--- config.mk ---
export PLATFORM = sky130hd
export DESIGN_NAME = otc_top
export DESIGN_NICKNAME = d
export VERILOG_FILES = /design/src/rtl/otc_pkg.sv /design/src/rtl/otc_ref_sync.sv /design/src/rtl/otc_trim_cnt.sv /design/src/rtl/otc_top.sv
export SDC_FILE = /design/constraint.sdc
export NUM_CORES = 1
export LEC_CHECK = 0
export BUFFER_PORTS_ARGS = -buffer_cell sky130_fd_sc_hd__buf_4
export CAP_MARGIN = 25
export CORE_MARGIN = 10
export CORE_UTILIZATION = 40
export CTS_CLUSTER_SIZE = 28
export DETAILED_ROUTE_END_ITERATION = 10
export SYNTH_ARGS = -nofsm -noshare
export SYNTH_HDL_FRONTEND = slang
export SYNTH_HIERARCHICAL = 1
export SYNTH_SLANG_ARGS = --single-unit
--- constraint.sdc ---
create_clock -name mclk_i -period 3.6 [get_ports mclk_i]
set_clock_uncertainty 0.05 [all_clocks]
set_input_delay 0.54 -clock mclk_i [delete_from_list [all_inputs] [get_ports mclk_i]]
set_output_delay 0.54 -clock mclk_i [all_outputs]
set_load 0.05 [all_outputs]
--- src/rtl/otc_pkg.sv ---
// Register map, field layout and constants of the oscillator trim control block
`default_nettype none
package otc_pkg;
   localparam logic [7:0]  OTC_OFF_TRIM_CTL   = 8'h00;
   localparam logic [7:0]  OTC_OFF_REF_CFG    = 8'h04;
   localparam logic [7:0]  OTC_OFF_STATUS     = 8'h08;
   localparam logic [7:0]  OTC_OFF_FLAG_CLR   = 8'h0c;
   localparam logic [31:0] OTC_TRIM_CTL_RST   = 32'h0000_2000;
   localparam logic [31:0] OTC_REF_CFG_RST    = 32'h2022_bb7f;
   localparam logic [31:0] OTC_REF_CFG_MASK   = 32'hb7ff_ffff;
   localparam int          OTC_TRIM_LSB       = 8;
   localparam int          OTC_TRIM_W         = 6;
   localparam int          OTC_SOFT_PULSE_BIT = 7;
   localparam int          OTC_HW_TRIM_BIT    = 6;
   localparam int          OTC_CNT_EN_BIT     = 5;
   localparam int          OTC_IRQ_W          = 4;
   localparam int          OTC_IRQ_OK         = 0;
   localparam int          OTC_IRQ_WARN       = 1;
   localparam int          OTC_IRQ_ERR        = 2;
   localparam int          OTC_IRQ_EREF       = 3;
   localparam int          OTC_POL_BIT        = 31;
   localparam int          OTC_SEL_LSB        = 28;
   localparam int          OTC_SEL_W          = 2;
   localparam int          OTC_PSC_LSB        = 24;
   localparam int          OTC_PSC_W          = 3;
   localparam int          OTC_LIM_LSB        = 16;
   localparam int          OTC_LIM_W          = 8;
   localparam int          OTC_RELOAD_W       = 16;
   localparam int          OTC_CAP_LSB        = 16;
   localparam int          OTC_DIR_BIT        = 15;
   localparam int          OTC_RANGE_ERR_BIT  = 10;
   localparam int          OTC_MISS_BIT       = 9;
   localparam int          OTC_SLOW_BIT       = 8;
   localparam logic [1:0]  OTC_SRC_GPIO       = 2'h0;
   localparam logic [1:0]  OTC_SRC_LOW_SPEED_CRYSTAL      = 2'h1;
   localparam logic [1:0]  OTC_SRC_SOF        = 2'h2;
   localparam logic [5:0]  OTC_TRIM_MAX       = 6'h3f;
   localparam logic [5:0]  OTC_TRIM_MIN       = 6'h00;
   localparam int          OTC_TRIM_STEP_KHZ  = 57;
   localparam int          OTC_UP_SHIFT       = 7;
   localparam int          OTC_SYNC_STAGES    = 3;
   localparam int          OTC_SRC_N          = 3;

   typedef enum logic [1:0] {
      OTC_CNT_IDLE = 2'b00,
      OTC_CNT_DOWN = 2'b01,
      OTC_CNT_UP   = 2'b10,
      OTC_CNT_HALT = 2'b11
   } otc_cnt_mode_t;
endpackage : otc_pkg
`default_nettype wire

--- src/rtl/otc_ref_sync.sv ---
// Reference input synchronisers, edge selection and prescaler
`default_nettype none
module otc_ref_sync
   import otc_pkg::*;
#(
   parameter int PSC_W = OTC_PSC_W
) (
   input  wire logic                 mclk_i,
   input  wire logic                 sys_rst_i,
   input  wire logic [OTC_SRC_N-1:0] ref_raw_i,
   input  wire logic                 cnt_en_i,
   input  wire logic                 pol_i,
   input  wire logic [1:0]           sel_i,
   input  wire logic [PSC_W-1:0]     psc_i,
   output logic                      pulse_o
);
   localparam int DIV_W = (1 << PSC_W) - 1;

   typedef struct packed {
      logic [OTC_SRC_N-1:0] s1;
      logic [OTC_SRC_N-1:0] s2;
      logic [OTC_SRC_N-1:0] s3;
      logic [OTC_SRC_N-1:0] lvl;
      logic                 prev;
      logic [DIV_W-1:0]     div;
      logic                 pulse;
   } otc_rs_state_t;

   otc_rs_state_t st_q;
   otc_rs_state_t st_d;
   logic          cur;
   logic          edge_hit;
   logic [DIV_W:0]   span;
   logic [DIV_W-1:0] div_top;

   always_comb begin
      st_d = st_q;
      st_d.s1 = ref_raw_i;
      st_d.s2 = st_q.s1;
      st_d.s3 = st_q.s2;
      // Level moves only once two late stages agree
      st_d.lvl = ((st_q.s2 ~^ st_q.s3) & st_q.s2) | ((st_q.s2 ^ st_q.s3) & st_q.lvl);
      cur = (sel_i == OTC_SRC_GPIO)  ? st_q.lvl[0] :
            (sel_i == OTC_SRC_LOW_SPEED_CRYSTAL) ? st_q.lvl[1] :
            (sel_i == OTC_SRC_SOF)   ? st_q.lvl[2] : 1'b0;
      st_d.prev = cur;
      edge_hit = pol_i ? (st_q.prev & ~cur) : (~st_q.prev & cur);
      // divide by two to the code
      span = (DIV_W + 1)'(1) << psc_i;
      div_top = DIV_W'(span - (DIV_W + 1)'(1));
      st_d.pulse = 1'b0;
      if (!cnt_en_i) begin
         st_d.div = '0;
      end else if (edge_hit) begin
         if (st_q.div == div_top) begin
            st_d.div = '0;
            st_d.pulse = 1'b1;
         end else begin
            st_d.div = st_q.div + DIV_W'(1);
         end
      end
   end

   always_ff @(posedge mclk_i or posedge sys_rst_i) begin
      if (sys_rst_i) begin
         st_q <= '0;
      end else begin
         st_q <= st_d;
      end
   end

   assign pulse_o = st_q.pulse;
endmodule : otc_ref_sync
`default_nettype wire

--- src/rtl/otc_trim_cnt.sv ---
// Trim counter with reload, down and up phases and frequency evaluation
`default_nettype none
module otc_trim_cnt
   import otc_pkg::*;
#(
   parameter int CNT_W = OTC_RELOAD_W,
   parameter int LIM_W = OTC_LIM_W
) (
   input  wire logic             mclk_i,
   input  wire logic             sys_rst_i,
   input  wire logic             cnt_en_i,
   input  wire logic             sync_i,
   input  wire logic [CNT_W-1:0] reload_i,
   input  wire logic [LIM_W-1:0] limit_i,
   output logic                  eval_o,
   output logic                  ok_o,
   output logic                  warn_o,
   output logic                  slow_o,
   output logic [1:0]            step_o,
   output logic                  raise_o,
   output logic                  miss_o,
   output logic                  zero_o,
   output logic [CNT_W-1:0]      cap_o
);
   typedef struct packed {
      otc_cnt_mode_t    mode;
      logic [CNT_W-1:0] cnt;
      logic             eval;
      logic             ok;
      logic             warn;
      logic             slow;
      logic [1:0]       step;
      logic             raise;
      logic             miss;
      logic             zero;
      logic [CNT_W-1:0] cap;
   } otc_tc_state_t;

   otc_tc_state_t    st_q;
   otc_tc_state_t    st_d;
   logic [CNT_W-1:0] lim1;
   logic [CNT_W-1:0] lim3;
   logic [CNT_W-1:0] lim_top;
   logic             down;

   always_comb begin
      lim1 = CNT_W'(limit_i);
      lim3 = CNT_W'(lim1 + {lim1[CNT_W-2:0], 1'b0});
      lim_top = CNT_W'({limit_i, OTC_UP_SHIFT'(0)});
      down = (st_q.mode == OTC_CNT_DOWN);
      st_d = st_q;
      st_d.eval = 1'b0;
      st_d.ok = 1'b0;
      st_d.warn = 1'b0;
      st_d.slow = 1'b0;
      st_d.step = 2'h0;
      st_d.miss = 1'b0;
      st_d.zero = 1'b0;
      st_d.raise = down;
      if (!cnt_en_i) begin
         st_d.mode = OTC_CNT_IDLE;
      end else if (sync_i) begin
         st_d.cnt = reload_i;
         st_d.mode = OTC_CNT_DOWN;
         st_d.cap = st_q.cnt;
         if (st_q.mode == OTC_CNT_DOWN || st_q.mode == OTC_CNT_UP) begin
            st_d.eval = 1'b1;
            if (down && st_q.cnt >= lim_top) begin
               st_d.slow = 1'b1;
            end else if (st_q.cnt < lim1) begin
               st_d.ok = 1'b1;
            end else if (st_q.cnt < lim3) begin
               st_d.ok = 1'b1;
               st_d.step = 2'h1;
            end else begin
               st_d.warn = 1'b1;
               st_d.step = 2'h2;
            end
         end
      end else begin
         // down to zero, up to 128x limit, halt
         case (st_q.mode)
            OTC_CNT_DOWN: begin
               if (st_q.cnt == '0) begin
                  st_d.mode = OTC_CNT_UP;
                  st_d.zero = 1'b1;
               end else begin
                  st_d.cnt = st_q.cnt - CNT_W'(1);
               end
            end
            OTC_CNT_UP: begin
               if (st_q.cnt == lim_top) begin
                  st_d.mode = OTC_CNT_HALT;
                  st_d.miss = 1'b1;
               end else begin
                  st_d.cnt = st_q.cnt + CNT_W'(1);
               end
            end
            default: begin
               st_d.mode = st_q.mode;
            end
         endcase
      end
   end

   always_ff @(posedge mclk_i or posedge sys_rst_i) begin
      if (sys_rst_i) begin
         st_q <= '0;
      end else begin
         st_q <= st_d;
      end
   end

   assign eval_o  = st_q.eval;
   assign ok_o    = st_q.ok;
   assign warn_o  = st_q.warn;
   assign slow_o  = st_q.slow;
   assign step_o  = st_q.step;
   assign raise_o = st_q.raise;
   assign miss_o  = st_q.miss;
   assign zero_o  = st_q.zero;
   assign cap_o   = st_q.cap;
endmodule : otc_trim_cnt
`default_nettype wire

--- src/rtl/otc_top.sv ---
// Oscillator trim control block: APB registers, trim adjustment and flags
`default_nettype none
module otc_top
   import otc_pkg::*;
(
   input  wire logic        mclk_i,
   input  wire logic        sys_rst_i,
   input  wire logic        psel_i,
   input  wire logic        penable_i,
   input  wire logic        pwrite_i,
   input  wire logic [7:0]  paddr_i,
   input  wire logic [31:0] pwdata_i,
   input  wire logic [3:0]  pstrb_i,
   input  wire logic        ref_gpio_i,
   input  wire logic        ref_low_speed_crystal_i,
   input  wire logic        ref_sof_i,
   output logic      [31:0] prdata_o,
   output logic             pready_o,
   output logic             pslverr_o,
   output logic             irq_o,
   output logic      [5:0]  trim_code_o
);
   typedef struct packed {
      logic [OTC_TRIM_W-1:0]   trim_code;
      logic                    hw_trim_enable;
      logic                    trim_counter_enable;
      logic [OTC_IRQ_W-1:0]    irq_enable;
      logic                    soft_sync_pulse;
      logic [31:0]             ref_config;
      logic [OTC_IRQ_W-1:0]    flags;
      logic                    trim_range_error;
      logic                    ref_pulse_missing;
      logic                    trim_too_slow_error;
      logic [OTC_RELOAD_W-1:0] cap;
      logic                    cap_dir;
      logic [31:0]             prdata;
      logic                    pready;
      logic                    pslverr;
      logic                    irq;
   } otc_top_state_t;

   // reset code is the midpoint, about 57KHz per step
   localparam otc_top_state_t ST_RST = '{
      trim_code:  OTC_TRIM_CTL_RST[OTC_TRIM_LSB +: OTC_TRIM_W],
      ref_config: OTC_REF_CFG_RST,
      default:    '0
   };

   function automatic logic otc_hit(input logic [7:0] addr, input logic [7:0] off);
      otc_hit = (addr[7:2] == off[7:2]);
   endfunction : otc_hit

   otc_top_state_t          st_q;
   otc_top_state_t          st_d;
   logic                    setup;
   logic                    wr_acc;
   logic                    mapped;
   logic [31:0]             rd_word;
   logic                    ref_pulse;
   logic                    cnt_sync;
   logic                    ev_eval;
   logic                    ev_ok;
   logic                    ev_warn;
   logic                    ev_slow;
   logic [1:0]              ev_step;
   logic                    ev_raise;
   logic                    ev_miss;
   logic                    ev_zero;
   logic [OTC_RELOAD_W-1:0] ev_cap;
   logic [7:0]              trim_up;
   logic [7:0]              trim_dn;

   assign setup  = psel_i & ~penable_i;
   assign wr_acc = psel_i & penable_i & st_q.pready & pwrite_i;
   assign mapped = otc_hit(paddr_i, OTC_OFF_TRIM_CTL) | otc_hit(paddr_i, OTC_OFF_REF_CFG)
                 | otc_hit(paddr_i, OTC_OFF_STATUS) | otc_hit(paddr_i, OTC_OFF_FLAG_CLR);
   // soft pulse joins the prescaled reference
   assign cnt_sync = st_q.soft_sync_pulse | ref_pulse;

   otc_ref_sync #(
      .PSC_W(OTC_PSC_W)
   ) u_ref_sync (
      .mclk_i   (mclk_i),
      .sys_rst_i(sys_rst_i),
      .ref_raw_i({ref_sof_i, ref_low_speed_crystal_i, ref_gpio_i}),
      .cnt_en_i (st_q.trim_counter_enable),
      .pol_i    (st_q.ref_config[OTC_POL_BIT]),
      .sel_i    (st_q.ref_config[OTC_SEL_LSB +: OTC_SEL_W]),
      .psc_i    (st_q.ref_config[OTC_PSC_LSB +: OTC_PSC_W]),
      .pulse_o  (ref_pulse)
   );

   otc_trim_cnt #(
      .CNT_W(OTC_RELOAD_W),
      .LIM_W(OTC_LIM_W)
   ) u_trim_cnt (
      .mclk_i   (mclk_i),
      .sys_rst_i(sys_rst_i),
      .cnt_en_i (st_q.trim_counter_enable),
      .sync_i   (cnt_sync),
      .reload_i (st_q.ref_config[OTC_RELOAD_W-1:0]),
      .limit_i  (st_q.ref_config[OTC_LIM_LSB +: OTC_LIM_W]),
      .eval_o   (ev_eval),
      .ok_o     (ev_ok),
      .warn_o   (ev_warn),
      .slow_o   (ev_slow),
      .step_o   (ev_step),
      .raise_o  (ev_raise),
      .miss_o   (ev_miss),
      .zero_o   (ev_zero),
      .cap_o    (ev_cap)
   );

   always_comb begin
      rd_word = '0;
      if (otc_hit(paddr_i, OTC_OFF_TRIM_CTL)) begin
         rd_word[OTC_TRIM_LSB +: OTC_TRIM_W] = st_q.trim_code;
         rd_word[OTC_HW_TRIM_BIT] = st_q.hw_trim_enable;
         rd_word[OTC_CNT_EN_BIT] = st_q.trim_counter_enable;
         rd_word[OTC_IRQ_W-1:0] = st_q.irq_enable;
      end else if (otc_hit(paddr_i, OTC_OFF_REF_CFG)) begin
         rd_word = st_q.ref_config;
      end else if (otc_hit(paddr_i, OTC_OFF_STATUS)) begin
         rd_word[OTC_CAP_LSB +: OTC_RELOAD_W] = st_q.cap;
         rd_word[OTC_DIR_BIT] = st_q.cap_dir;
         rd_word[OTC_RANGE_ERR_BIT] = st_q.trim_range_error;
         rd_word[OTC_MISS_BIT] = st_q.ref_pulse_missing;
         rd_word[OTC_SLOW_BIT] = st_q.trim_too_slow_error;
         rd_word[OTC_IRQ_W-1:0] = st_q.flags;
      end
   end

   always_comb begin
      trim_up = {2'h0, st_q.trim_code} + {6'h00, ev_step};
      trim_dn = {2'h0, st_q.trim_code} - {6'h00, ev_step};
      st_d = st_q;
      st_d.soft_sync_pulse = 1'b0;
      st_d.pready = setup;
      st_d.pslverr = setup & ~mapped;
      if (setup) begin
         st_d.prdata = rd_word;
      end
      if (wr_acc && otc_hit(paddr_i, OTC_OFF_TRIM_CTL)) begin
         if (pstrb_i[0]) begin
            st_d.soft_sync_pulse = pwdata_i[OTC_SOFT_PULSE_BIT];
            st_d.hw_trim_enable = pwdata_i[OTC_HW_TRIM_BIT];
            st_d.trim_counter_enable = pwdata_i[OTC_CNT_EN_BIT];
            st_d.irq_enable = pwdata_i[OTC_IRQ_W-1:0];
         end
         // manual trim write, blocks it in auto mode
         if (pstrb_i[1] && !st_q.hw_trim_enable) begin
            st_d.trim_code = pwdata_i[OTC_TRIM_LSB +: OTC_TRIM_W];
         end
      end
      // locked while counting; whole words only
      if (wr_acc && otc_hit(paddr_i, OTC_OFF_REF_CFG) && !st_q.trim_counter_enable
          && pstrb_i == 4'hf) begin
         st_d.ref_config = pwdata_i & OTC_REF_CFG_MASK;
      end
      if (wr_acc && otc_hit(paddr_i, OTC_OFF_FLAG_CLR) && pstrb_i[0]) begin
         st_d.flags = st_q.flags & ~pwdata_i[OTC_IRQ_W-1:0];
         if (pwdata_i[OTC_IRQ_ERR]) begin
            st_d.trim_range_error = 1'b0;
            st_d.ref_pulse_missing = 1'b0;
            st_d.trim_too_slow_error = 1'b0;
         end
      end
      // Hardware sets follow the clears so a same-cycle event survives
      if (ev_eval) begin
         st_d.cap = ev_cap;
         st_d.cap_dir = ev_raise;
         if (ev_ok) begin
            st_d.flags[OTC_IRQ_OK] = 1'b1;
         end
         if (ev_warn) begin
            st_d.flags[OTC_IRQ_WARN] = 1'b1;
         end
         if (ev_slow) begin
            st_d.trim_too_slow_error = 1'b1;
            st_d.flags[OTC_IRQ_ERR] = 1'b1;
         end
         // adjust toward target; raise when slow, lower when fast
         if (st_q.hw_trim_enable && ev_step != 2'h0) begin
            if (ev_raise && trim_up[OTC_TRIM_W]) begin
               st_d.trim_code = OTC_TRIM_MAX;
               st_d.trim_range_error = 1'b1;
               st_d.flags[OTC_IRQ_ERR] = 1'b1;
            end else if (!ev_raise && trim_dn[7]) begin
               st_d.trim_code = OTC_TRIM_MIN;
               st_d.trim_range_error = 1'b1;
               st_d.flags[OTC_IRQ_ERR] = 1'b1;
            end else begin
               st_d.trim_code = ev_raise ? trim_up[OTC_TRIM_W-1:0] : trim_dn[OTC_TRIM_W-1:0];
            end
         end
      end
      if (ev_miss) begin
         st_d.ref_pulse_missing = 1'b1;
         st_d.flags[OTC_IRQ_ERR] = 1'b1;
      end
      if (ev_zero) begin
         st_d.flags[OTC_IRQ_EREF] = 1'b1;
      end
      st_d.irq = |(st_d.flags & st_d.irq_enable);
   end

   always_ff @(posedge mclk_i or posedge sys_rst_i) begin
      if (sys_rst_i) begin
         st_q <= ST_RST;
      end else begin
         st_q <= st_d;
      end
   end

   assign prdata_o    = st_q.prdata;
   assign pready_o    = st_q.pready;
   assign pslverr_o   = st_q.pslverr;
   assign irq_o       = st_q.irq;
   assign trim_code_o = st_q.trim_code;
endmodule : otc_top
`default_nettype wire

== Yosys cells after proc, flatten, opt, wreduce, memory -nomap -nowiden ==
Cells that the tools add are included.
Widths: inputs -> output; s select.

* Logic and storage cells: 187
* Bits in registers: 166
* Output and inout bits: 41
* Input port bits: 52

* Muxes and demuxes: 75
* Equality and inequality tests: 16
* Add/sub/neg operators: 7
* Shifts and indexed selects: 1
* Bitwise operators: 23
* Reduce and logical (&&, ||, !) cells: 28
* Magnitude comparators: 3

{| class="wikitable"
|+ Operators with widths
! cell !! number
|-
| $mux 18 || 4
|-
| $mux 6 || 10
|-
| $mux 16 || 3
|-
| $mux 17 || 2
|-
| $pmux 16 s2 || 1
|-
| $mux 1 || 30
|-
| $mux 7 || 4
|-
| $mux 4 || 6
|-
| $mux 2 || 9
|-
| $add 16x1->16 const B || 1
|-
| $eq 16x15->1 || 1
|-
| $ge 16x15->1 || 1
|-
| $logic_not 16->1 || 1
|-
| $lt 16x10->1 || 1
|-
| $lt 16x8->1 || 1
|-
| $sub 16x1->16 const B || 1
|-
| $mux 13 || 1
|-
| $eq 6x2->1 const B || 2
|-
| $logic_and 1x1->1 || 11
|-
| $add 8x9->10 || 1
|-
| $mux 3 || 3
|-
| $and 4x4->4 || 2
|-
| $mux 8 || 1
|-
| $ne 4x4->1 const B || 2
|-
| other kinds (32) || 54
|}

== Depth between registers and ports, before layout ==
Gate-level depths: netlist (run 1).

* Depth after elaboration: 14
* Depth in mapped cells: 13
* Mapped depth without buffers: 13

== By module ==
Netlist (run 1), hierarchy kept.

{| class="wikitable"
|+ Modules (own cells, without submodules)
! module !! area each (um2) !! cells an instance !! seq. area each (um2) !! times used
|-
| otc_top || 4808.4 || 419 || 2573.7 || 1
|-
| otc_trim_cnt || 3525.9 || 379 || 1051.0 || 1
|-
| otc_ref_sync || 1078.5 || 91 || 525.5 || 1
|}

== Worst setup path after synthesis (run 1) ==
Ideal clock, no wire load.

* Kind: register to register
* Start point: register u_trim_cnt/st_q[41] (netlist bit)
* End point: register u_trim_cnt/st_q[40] (netlist bit)
* Clock period less this slack: 3.051 ns
* Stages on the path, launching flop included: 12
* Setup time: 0.087 ns
* Setup slack: 0.549 ns
* Path buffers: 1
* Arrival time: 2.913 ns
* Data required time: 3.463 ns
* Cell sequence: dfrtp_1 -> inv_1 -> ha_1 -> clkbuf_1 -> inv_1 -> ha_1 -> a21oi_1 -> o211ai_1 -> a21oi_1 -> mux2_2 -> or3_1 -> a22oi_1

* Word-level cells in the longest chain between the ends: 3
* Elaborated cells on any way between the ends: 8
* Those cells by class: eq/ne: 4; mux: 2; reduce/logical: 2

{| class="wikitable"
|+ Ends and longest elaborated chain
! item !! line !! source
|-
| from (decl) || otc_trim_cnt.sv:39 || <nowiki>otc_tc_state_t st_q;</nowiki>
|-
| from (signal assigned) || otc_trim_cnt.sv:110 || <nowiki>st_q <= st_d;</nowiki>
|-
| $eq 2x1->1 or $eq 2x2->1 (tied branches) || otc_trim_cnt.sv:82 || <nowiki>case (st_q.mode)</nowiki>
|-
| $ne 3x3->1 (no source line), or another cell as far along || -- ||
|-
| $reduce_and 4->1 (no source line) or $mux 18 (tied branches) || -- ||
|}

Several ways; a longest one is shown, not always the timed one.
A chain may end at the register's enable or synchronous reset.

== Final worst setup path (run 1) ==
Same ends and word-level chain as after synthesis.

==> results of run 1 <==
## per-stage QoR
step	util	hold WS (ps)	total power [W]	setup slack (ps)	cells
global route	0.460	153	0.00425	70.5	1258
floorplan	-	281	0.00201	363	889
finish	0.460	179	0.00411	329	1258
detailed placement	0.430	290	0.00209	394	1224
global placement	0.430	286	0.00209	374	1224
CTS	0.458	152	0.00416	359	1256
## kinds of logic after synthesis
logic type | after synthesis | synth area share
xor+xnor | 23 | 0.0214
compound gates | 201 | 0.141
flops | 165 | 0.441
buf+inv | 123 | 0.0755
simple gates | 219 | 0.124
fa+ha+maj | 60 | 0.0829
mux | 98 | 0.114
## cells in the final DEF, fill, tap and decap left out, drive strengths merged, types with 16 or more instances in the layout
cell type and count:
o21ai 56, mux2i 27, mux2 71, a22oi 16, ha 56, clkbuf 20, buf 107, nor2 34
nand3 17, a21o 19, dfrtp 148, dfstp 17, a21oi 52, nand2 82, inv 33
## power groups by stage
stage	Combinational (W)	Sequential [W]	Clock, W
2_1_floorplan	0.0000960	0.00191	0
3_3_place_gp	0.000180	0.00191	0
3_5_place_dp	0.000181	0.00191	0
4_1_cts	0.000182	0.00188	0.00210
5_1_grt	0.000201	0.00188	0.00217
6_report	0.000182	0.00188	0.00205
## worst reg2reg max path: stages, from the launching register on
cell and delay (ps):
dfrtp_1 390, inv_1 60, ha_1 200, inv_1 400, ha_1 390, a21oi_1 270
o211ai_1 190, a21oi_1 370, mux2_2 380, or3_1 340, a22oi_1 140
## cell type report
cell class,instances,area [µm²]
clock buffers,20,437
clock inverters,12,225
fillers,2149,12600
inverters,33,126
multi-input cells,601,4560
flip-flops and latches,165,4150
well taps,319,399
repair buffers,108,833
## sequential cells by signal (all words and copies together) (netlist names)
register,flops
u_ref_sync/st_q,14
u_trim_cnt/raise_o,1
u_trim_cnt/ok_o,1
u_ref_sync/st_d,6
pslverr_o,1
u_trim_cnt/step_o,2
u_trim_cnt/cap_o,16
irq_o,1
st_q,61
u_trim_cnt/st_q,18
pready_o,1
u_ref_sync/pulse_o,1
u_trim_cnt/zero_o,1
u_trim_cnt/miss_o,1
trim_code_o,6
u_trim_cnt/slow_o,1
u_trim_cnt/eval_o,1
prdata_o,32
## per-layer routing
metal  wire length [µm]  track usage  vias up
met4                238       0.0363        0
li1                   -            -     3232
met2              11000        0.245      123
met1              10900        0.207     3277
met5                  0            0        -
met3                793       0.0266       18
## worst max path at each step
stage	slack [ps]	start	end
after detailed placement	390	u_trim_cnt/st_q[41]$_DFFE_PP0P_	u_trim_cnt/st_q[40]$_DFFE_PP0P_
after global placement	370	u_trim_cnt/st_q[41]$_DFFE_PP0P_	u_trim_cnt/st_q[40]$_DFFE_PP0P_
after floorplan	360	sys_rst_i	irq_o$_DFF_PP0_
final	330	u_trim_cnt/st_q[41]$_DFFE_PP0P_	u_trim_cnt/st_q[40]$_DFFE_PP0P_
after global routing	70	u_trim_cnt/st_q[41]$_DFFE_PP0P_	u_trim_cnt/st_q[40]$_DFFE_PP0P_
after CTS	360	u_trim_cnt/st_q[41]$_DFFE_PP0P_	u_trim_cnt/st_q[40]$_DFFE_PP0P_
==> impl_metrics.tcl, run 1 <==
set metrics [dict create \
    clk_latency_ps 420 \
    synth_top_area_frac 0.393 \
    syn2layout_area_growth_pct 14.0 \
    nets 1038 \
    dp_hpwl_mm 17.0 \
    cts_resized 0 \
    antenna_found_initial 0 \
    dieArea_um2 30100 \
    synth-edff-count 0 \
    ant_nets 0 \
    first_iter_violations 423 \
    postPlaceCellArea_um2 10000 \
    combPwrFrac 0.044 \
    syn_avg_cell_area_um2 10.6 \
    cts_tree "built" \
    num_rows 56 \
    clock-sinks 165 \
    swShare 0.210 \
    p_leak_nw 5.17 \
    grt_pass1_vias 6534 \
    htree_levels 4 \
    arrival_ps 3550 \
    cp.buffers_inverters 2 \
    crit_chain "inv_1, ha_1, inv_1, ha_1, a21oi_1, o211ai_1, a21oi_1, mux2_2, or3_1, a22oi_1" \
    rrSetupSlack_ps 330 \
    ys.flop_type "dfrtp_1" \
    core-area_um2 23300 \
    slew_violations 0 \
    fin_crit_sh 0.909 \
    io_pins 93 \
    p_per_area_nw_per_um2 383 \
    r2r_end "u_trim_cnt/st_q[40]$_DFFE_PP0P_" \
    drive_above_1_share 0.263 \
    numCtsBuffers 17 \
    cp_data_required_time_ps 3880 \
    die_h_um 173 \
    cts-root-buf "clkbuf_16" \
    setup_viol 0 \
    min_from "ref_low_speed_crystal_i" \
    period_needed_ps 3270 \
    synth_seq_cells 165 \
    intPower_w 0.00325 \
    ys_warn_count 6 \
    place_congestion 0.898 \
    start_kind "register" \
    r2r_start "u_trim_cnt/st_q[41]$_DFFE_PP0P_" \
    async_flop_share 1.00 \
    grt_setup_unrepaired "no" \
    synth_top_area_cell "dfrtp_1" \
    status "completed" \
    grt_pass1_wl_mm 37.1 \
    p_seq_frac 0.457 \
    syn_area_um2 9410 \
    clock_path_buffers 2 \
    ctsHoldBuffers 0 \
    synth_commonest_cells "dfrtp_1 (148), nand2_1 (82), mux2_2 (69)" \
    tightestPinTransition_ps 978 \
    vias_per_cell 5.29 \
    yosys.cell_types.count 76 \
    holdPathEnd "u_ref_sync/st_d[16]$_DFF_PP0_" \
    worst-path-stages 10 \
    crit_path_max_incr_delay_ps 400 \
    clockPowerShare 0.499 \
    hp-class "input port to register" \
    setup-tns-final_ps 0 \
    end_kind "register" \
    slowest_stage "inv_1" \
    crit_fanout 14 \
    start_util 0.403 \
    synth.most_common_cell "dfrtp_1" \
    yosys-top-cells-area "dfrtp_1 (39%), mux2_2 (8.3%), ha_1 (7.4%)" \
    dr.pass1.iters 4 \
    wl_per_cell_um 18.3 \
    worstRegToRegCells 10 \
    synthCells 889 \
    grt-ovfl-total 0 \
    num_vias 6650 \
    critPathTopFamily "compound AO/OA/AOI/OAI gates" \
    syn_nets 1001 \
    grt_max_degree 80 \
    clkSlewWorstSetupHoldPaths_ps 60 \
    p_sw_w 0.000864 \
    port_buffers 88 \
    hold_violations 0 \
    min_path_cells 1 \
    design_area_um2 10700 \
    routed_wl_mm 23.0 \
    maxCapViolCount 0 \
    ir_drop_v 0.000330 \
    die_w_um 173 \
    antenna_cells 0 \
    drc_errors 0 \
    fmax_mhz 306 \
    grt_usage 0.152 \
    post_cts_buffers 0 \
    path_class "register to register" \
    seq_area_frac_synth 0.441 \
    slew_headroom 0.329 \
]
No activity file was read; power rests on OpenSTA's default activity.
==> run 2, diff against run 1 <==
--- a/config.mk
+++ b/config.mk
@@ -5,6 +5,7 @@
 export SDC_FILE = /design/constraint.sdc
 export NUM_CORES = 1
 export LEC_CHECK = 0
+export ABC_AREA = 1
 export BUFFER_PORTS_ARGS = -buffer_cell sky130_fd_sc_hd__buf_4
 export CAP_MARGIN = 25
 export CORE_MARGIN = 10
==> impl_metrics.tcl, run 2 <==
set metrics [dict create \
    synth_top_area_cell "dfrtp_1" \
    wl_per_cell_um 15.3 \
    clk_latency_ps 420 \
    syn_nets 1382 \
    async_flop_share 1.00 \
    setup-tns-final_ps 0 \
    grt_setup_unrepaired "no" \
    fin_hold_ws_ps 184 \
    antenna_found_initial 0 \
    ant_nets 0 \
    antenna_cells 0 \
    drive_above_1_share 0.156 \
    cp_data_required_time_ps 3890 \
    yosys.cell_types.count 51 \
    fin_crit_sh 0.804 \
    synth-edff-count 0 \
    synth_commonest_cells "nand2_1 (391), inv_1 (164), dfrtp_1 (148)" \
    period_needed_ps 2890 \
    p_per_area_nw_per_um2 356 \
    core-area_um2 24300 \
    slew_violations 0 \
    final_cell_mix "nand2_1 (391), inv_1 (163), dfrtp_1 (148)" \
    post_cts_buffers 0 \
    ir_drop_v 0.000315 \
    tightestPinTransition_ps 858 \
    fmax_mhz 346 \
    ctsHoldBuffers 0 \
    port_buffers 88 \
    clkSlewWorstSetupHoldPaths_ps 70 \
    slew_headroom 0.427 \
    setup_viol 0 \
    cts_resized 0 \
    grt_pass1_wl_mm 41.4 \
    multiInputGateArea_um2 4490 \
    routed_wl_mm 25.1 \
    io_pins 93 \
    r2r_end "u_trim_cnt/step_o[0]$_DFF_PP0_" \
    grt-ovfl-total 0 \
    nFillCells 2390 \
    r2r_start "st_q[75]$_DFFE_PP0P_" \
    start_util 0.406 \
    die_w_um 177 \
    start_kind "register" \
    synth.most_common_cell "nand2_1" \
    arrival_ps 3190 \
    htree_levels 4 \
    nets 1411 \
    end_kind "register" \
    synth_top_area_frac 0.375 \
    status "completed" \
    grt_max_degree 57 \
    seq_area_um2 4150 \
    synthCells 1270 \
    dieArea_um2 31400 \
    drc_errors 0 \
    layout_commonest_cell "nand2_1" \
    ys.flop_type "dfrtp_1" \
    dr.pass1.iters 5 \
    syn2layout_area_growth_pct 11.9 \
    cts_tree "built" \
    p_leak_nw 5.89 \
    synth_seq_cells 165 \
    rrSetupSlack_ps 710 \
    clock-sinks 165 \
    numCtsBuffers 17 \
    vias_per_cell 4.86 \
    cp-endpoint "u_trim_cnt/step_o[0]$_DFF_PP0_" \
    largest_register_ffs 61 \
    yosys-top-cells-area "dfrtp_1 (37%), nand2_1 (15%), ha_1 (7.1%)" \
    num_rows 57 \
    ys_warn_count 6 \
    seq_area_frac_synth 0.420 \
    grt_pass1_vias 7906 \
    maxCapViolCount 0 \
    grt_usage 0.164 \
    die_h_um 177 \
    cts-root-buf "clkbuf_16" \
    top_register "st_q" \
    first_iter_violations 547 \
    syn_area_um2 9880 \
    hold_violations 0 \
    worstRegToRegCells 15 \
    place_congestion 0.864 \
    hp-class "input port to async pin" \
    clock_path_buffers 2 \
    num_vias 7946 \
    critPathLaunch "st_q[75]$_DFFE_PP0P_" \
    dp_hpwl_mm 18.9 \
    crit_fanout 4 \
    syn_avg_cell_area_um2 7.78 \
    path_class "register to register" \
]
## run 2: cell types whose count changed after synthesis, moves of 13 or more
| cell | change |
|---|---|
| nand2_1 | +309 |
| inv_1 | +133 |
| a22oi_1 | -16 |
| o21ai_0 | +29 |
| a21o_1 | -14 |
| and3_1 | -13 |
| mux2_2 | -65 |
| o22ai_1 | +13 |
| nor2_1 | +32 |
| nand3_1 | +52 |
| mux2i_1 | -27 |
## run 2: stage by stage
step,utilization,total power (W),area [µm²],cells,worst slack [ps]
after floorplan,-,0.00207,9880,1270,363
after global placement,0.431,0.00216,10500,1604,803
after detailed placement,0.431,0.00216,10500,1604,777
after CTS,0.455,0.00398,11100,1636,716
after global routing,0.455,0.00408,11100,1636,455
final,0.455,0.00393,11100,1636,707
## run 2: per-layer routing
layer / vias up / track usage / share of wire
met1: 3748 / 0.218 / 0.48
met3: 22 / 0.0297 / 0.036
met4: 0 / 0.0518 / 0.020
li1: 4040 / - / -
met2: 136 / 0.264 / 0.47
met5: - / 0 / 0
## run 2: area by class of cell
type,count,share of cell area
timing repair buffer,98,0.0688
clock inverter,11,0.0115
inverter,175,0.0598
sequential,165,0.375
clock buffer,21,0.0416
multi-input combinational,842,0.406
tap,324,0.0367
## run 2: cells by family (layout without fill, tap and decap cells)
group / after synthesis / in the layout / synth area share
simple gates: 588 / 588 / 0.259
buf+inv: 263 / 305 / 0.126
xor+xnor: 15 / 15 / 0.0133
compound gates: 175 / 175 / 0.0982
flops: 165 / 165 / 0.420
fa+ha+maj: 60 / 60 / 0.0790
mux: 4 / 4 / 0.00456
## run 2: power by group
| part | switching (W) | total (W) | internal, W | leakage (nW) |
|---|---|---|---|---|
| clock | 0.000749 | 0.00181 | 0.00106 | 0.280 |
| combinational | 0.000151 | 0.000228 | 0.0000767 | 3.50 |
| sequential | 0.0000148 | 0.00189 | 0.00188 | 2.11 |
| total | 0.000915 | 0.00393 | 0.00302 | 5.89 |
## run 2: worst max-delay path, stage by stage (launching register included)
cell      delay [ps]
dfrtp_1          450
ha_1             260
fa_1             400
nand3_1           90
nand3_1          100
a21oi_1          150
o21bai_1         110
xor2_1           160
ha_1             300
nand2_1           90
nor2_1            50
nor3_1           140
nand2_1          120
a21boi_0         190
nand2_1           70
nor2_1            80
## run 2: worst min-delay path by stage
stage                                                to                           from  depth (start not counted)
after detailed placement  u_ref_sync/st_d[12]$_DFF_PP0_  u_ref_sync/st_d[15]$_DFF_PP0_                          0
after global routing      u_ref_sync/st_d[16]$_DFF_PP0_        ref_low_speed_crystal_i                          1
after floorplan           u_ref_sync/st_d[12]$_DFF_PP0_  u_ref_sync/st_d[15]$_DFF_PP0_                          0
after global placement    u_ref_sync/st_d[14]$_DFF_PP0_  u_ref_sync/st_d[17]$_DFF_PP0_                          0
after CTS                 u_ref_sync/st_d[16]$_DFF_PP0_        ref_low_speed_crystal_i                          1
final                          prdata_o[15]$_DFFE_PP0P_                      sys_rst_i                          2
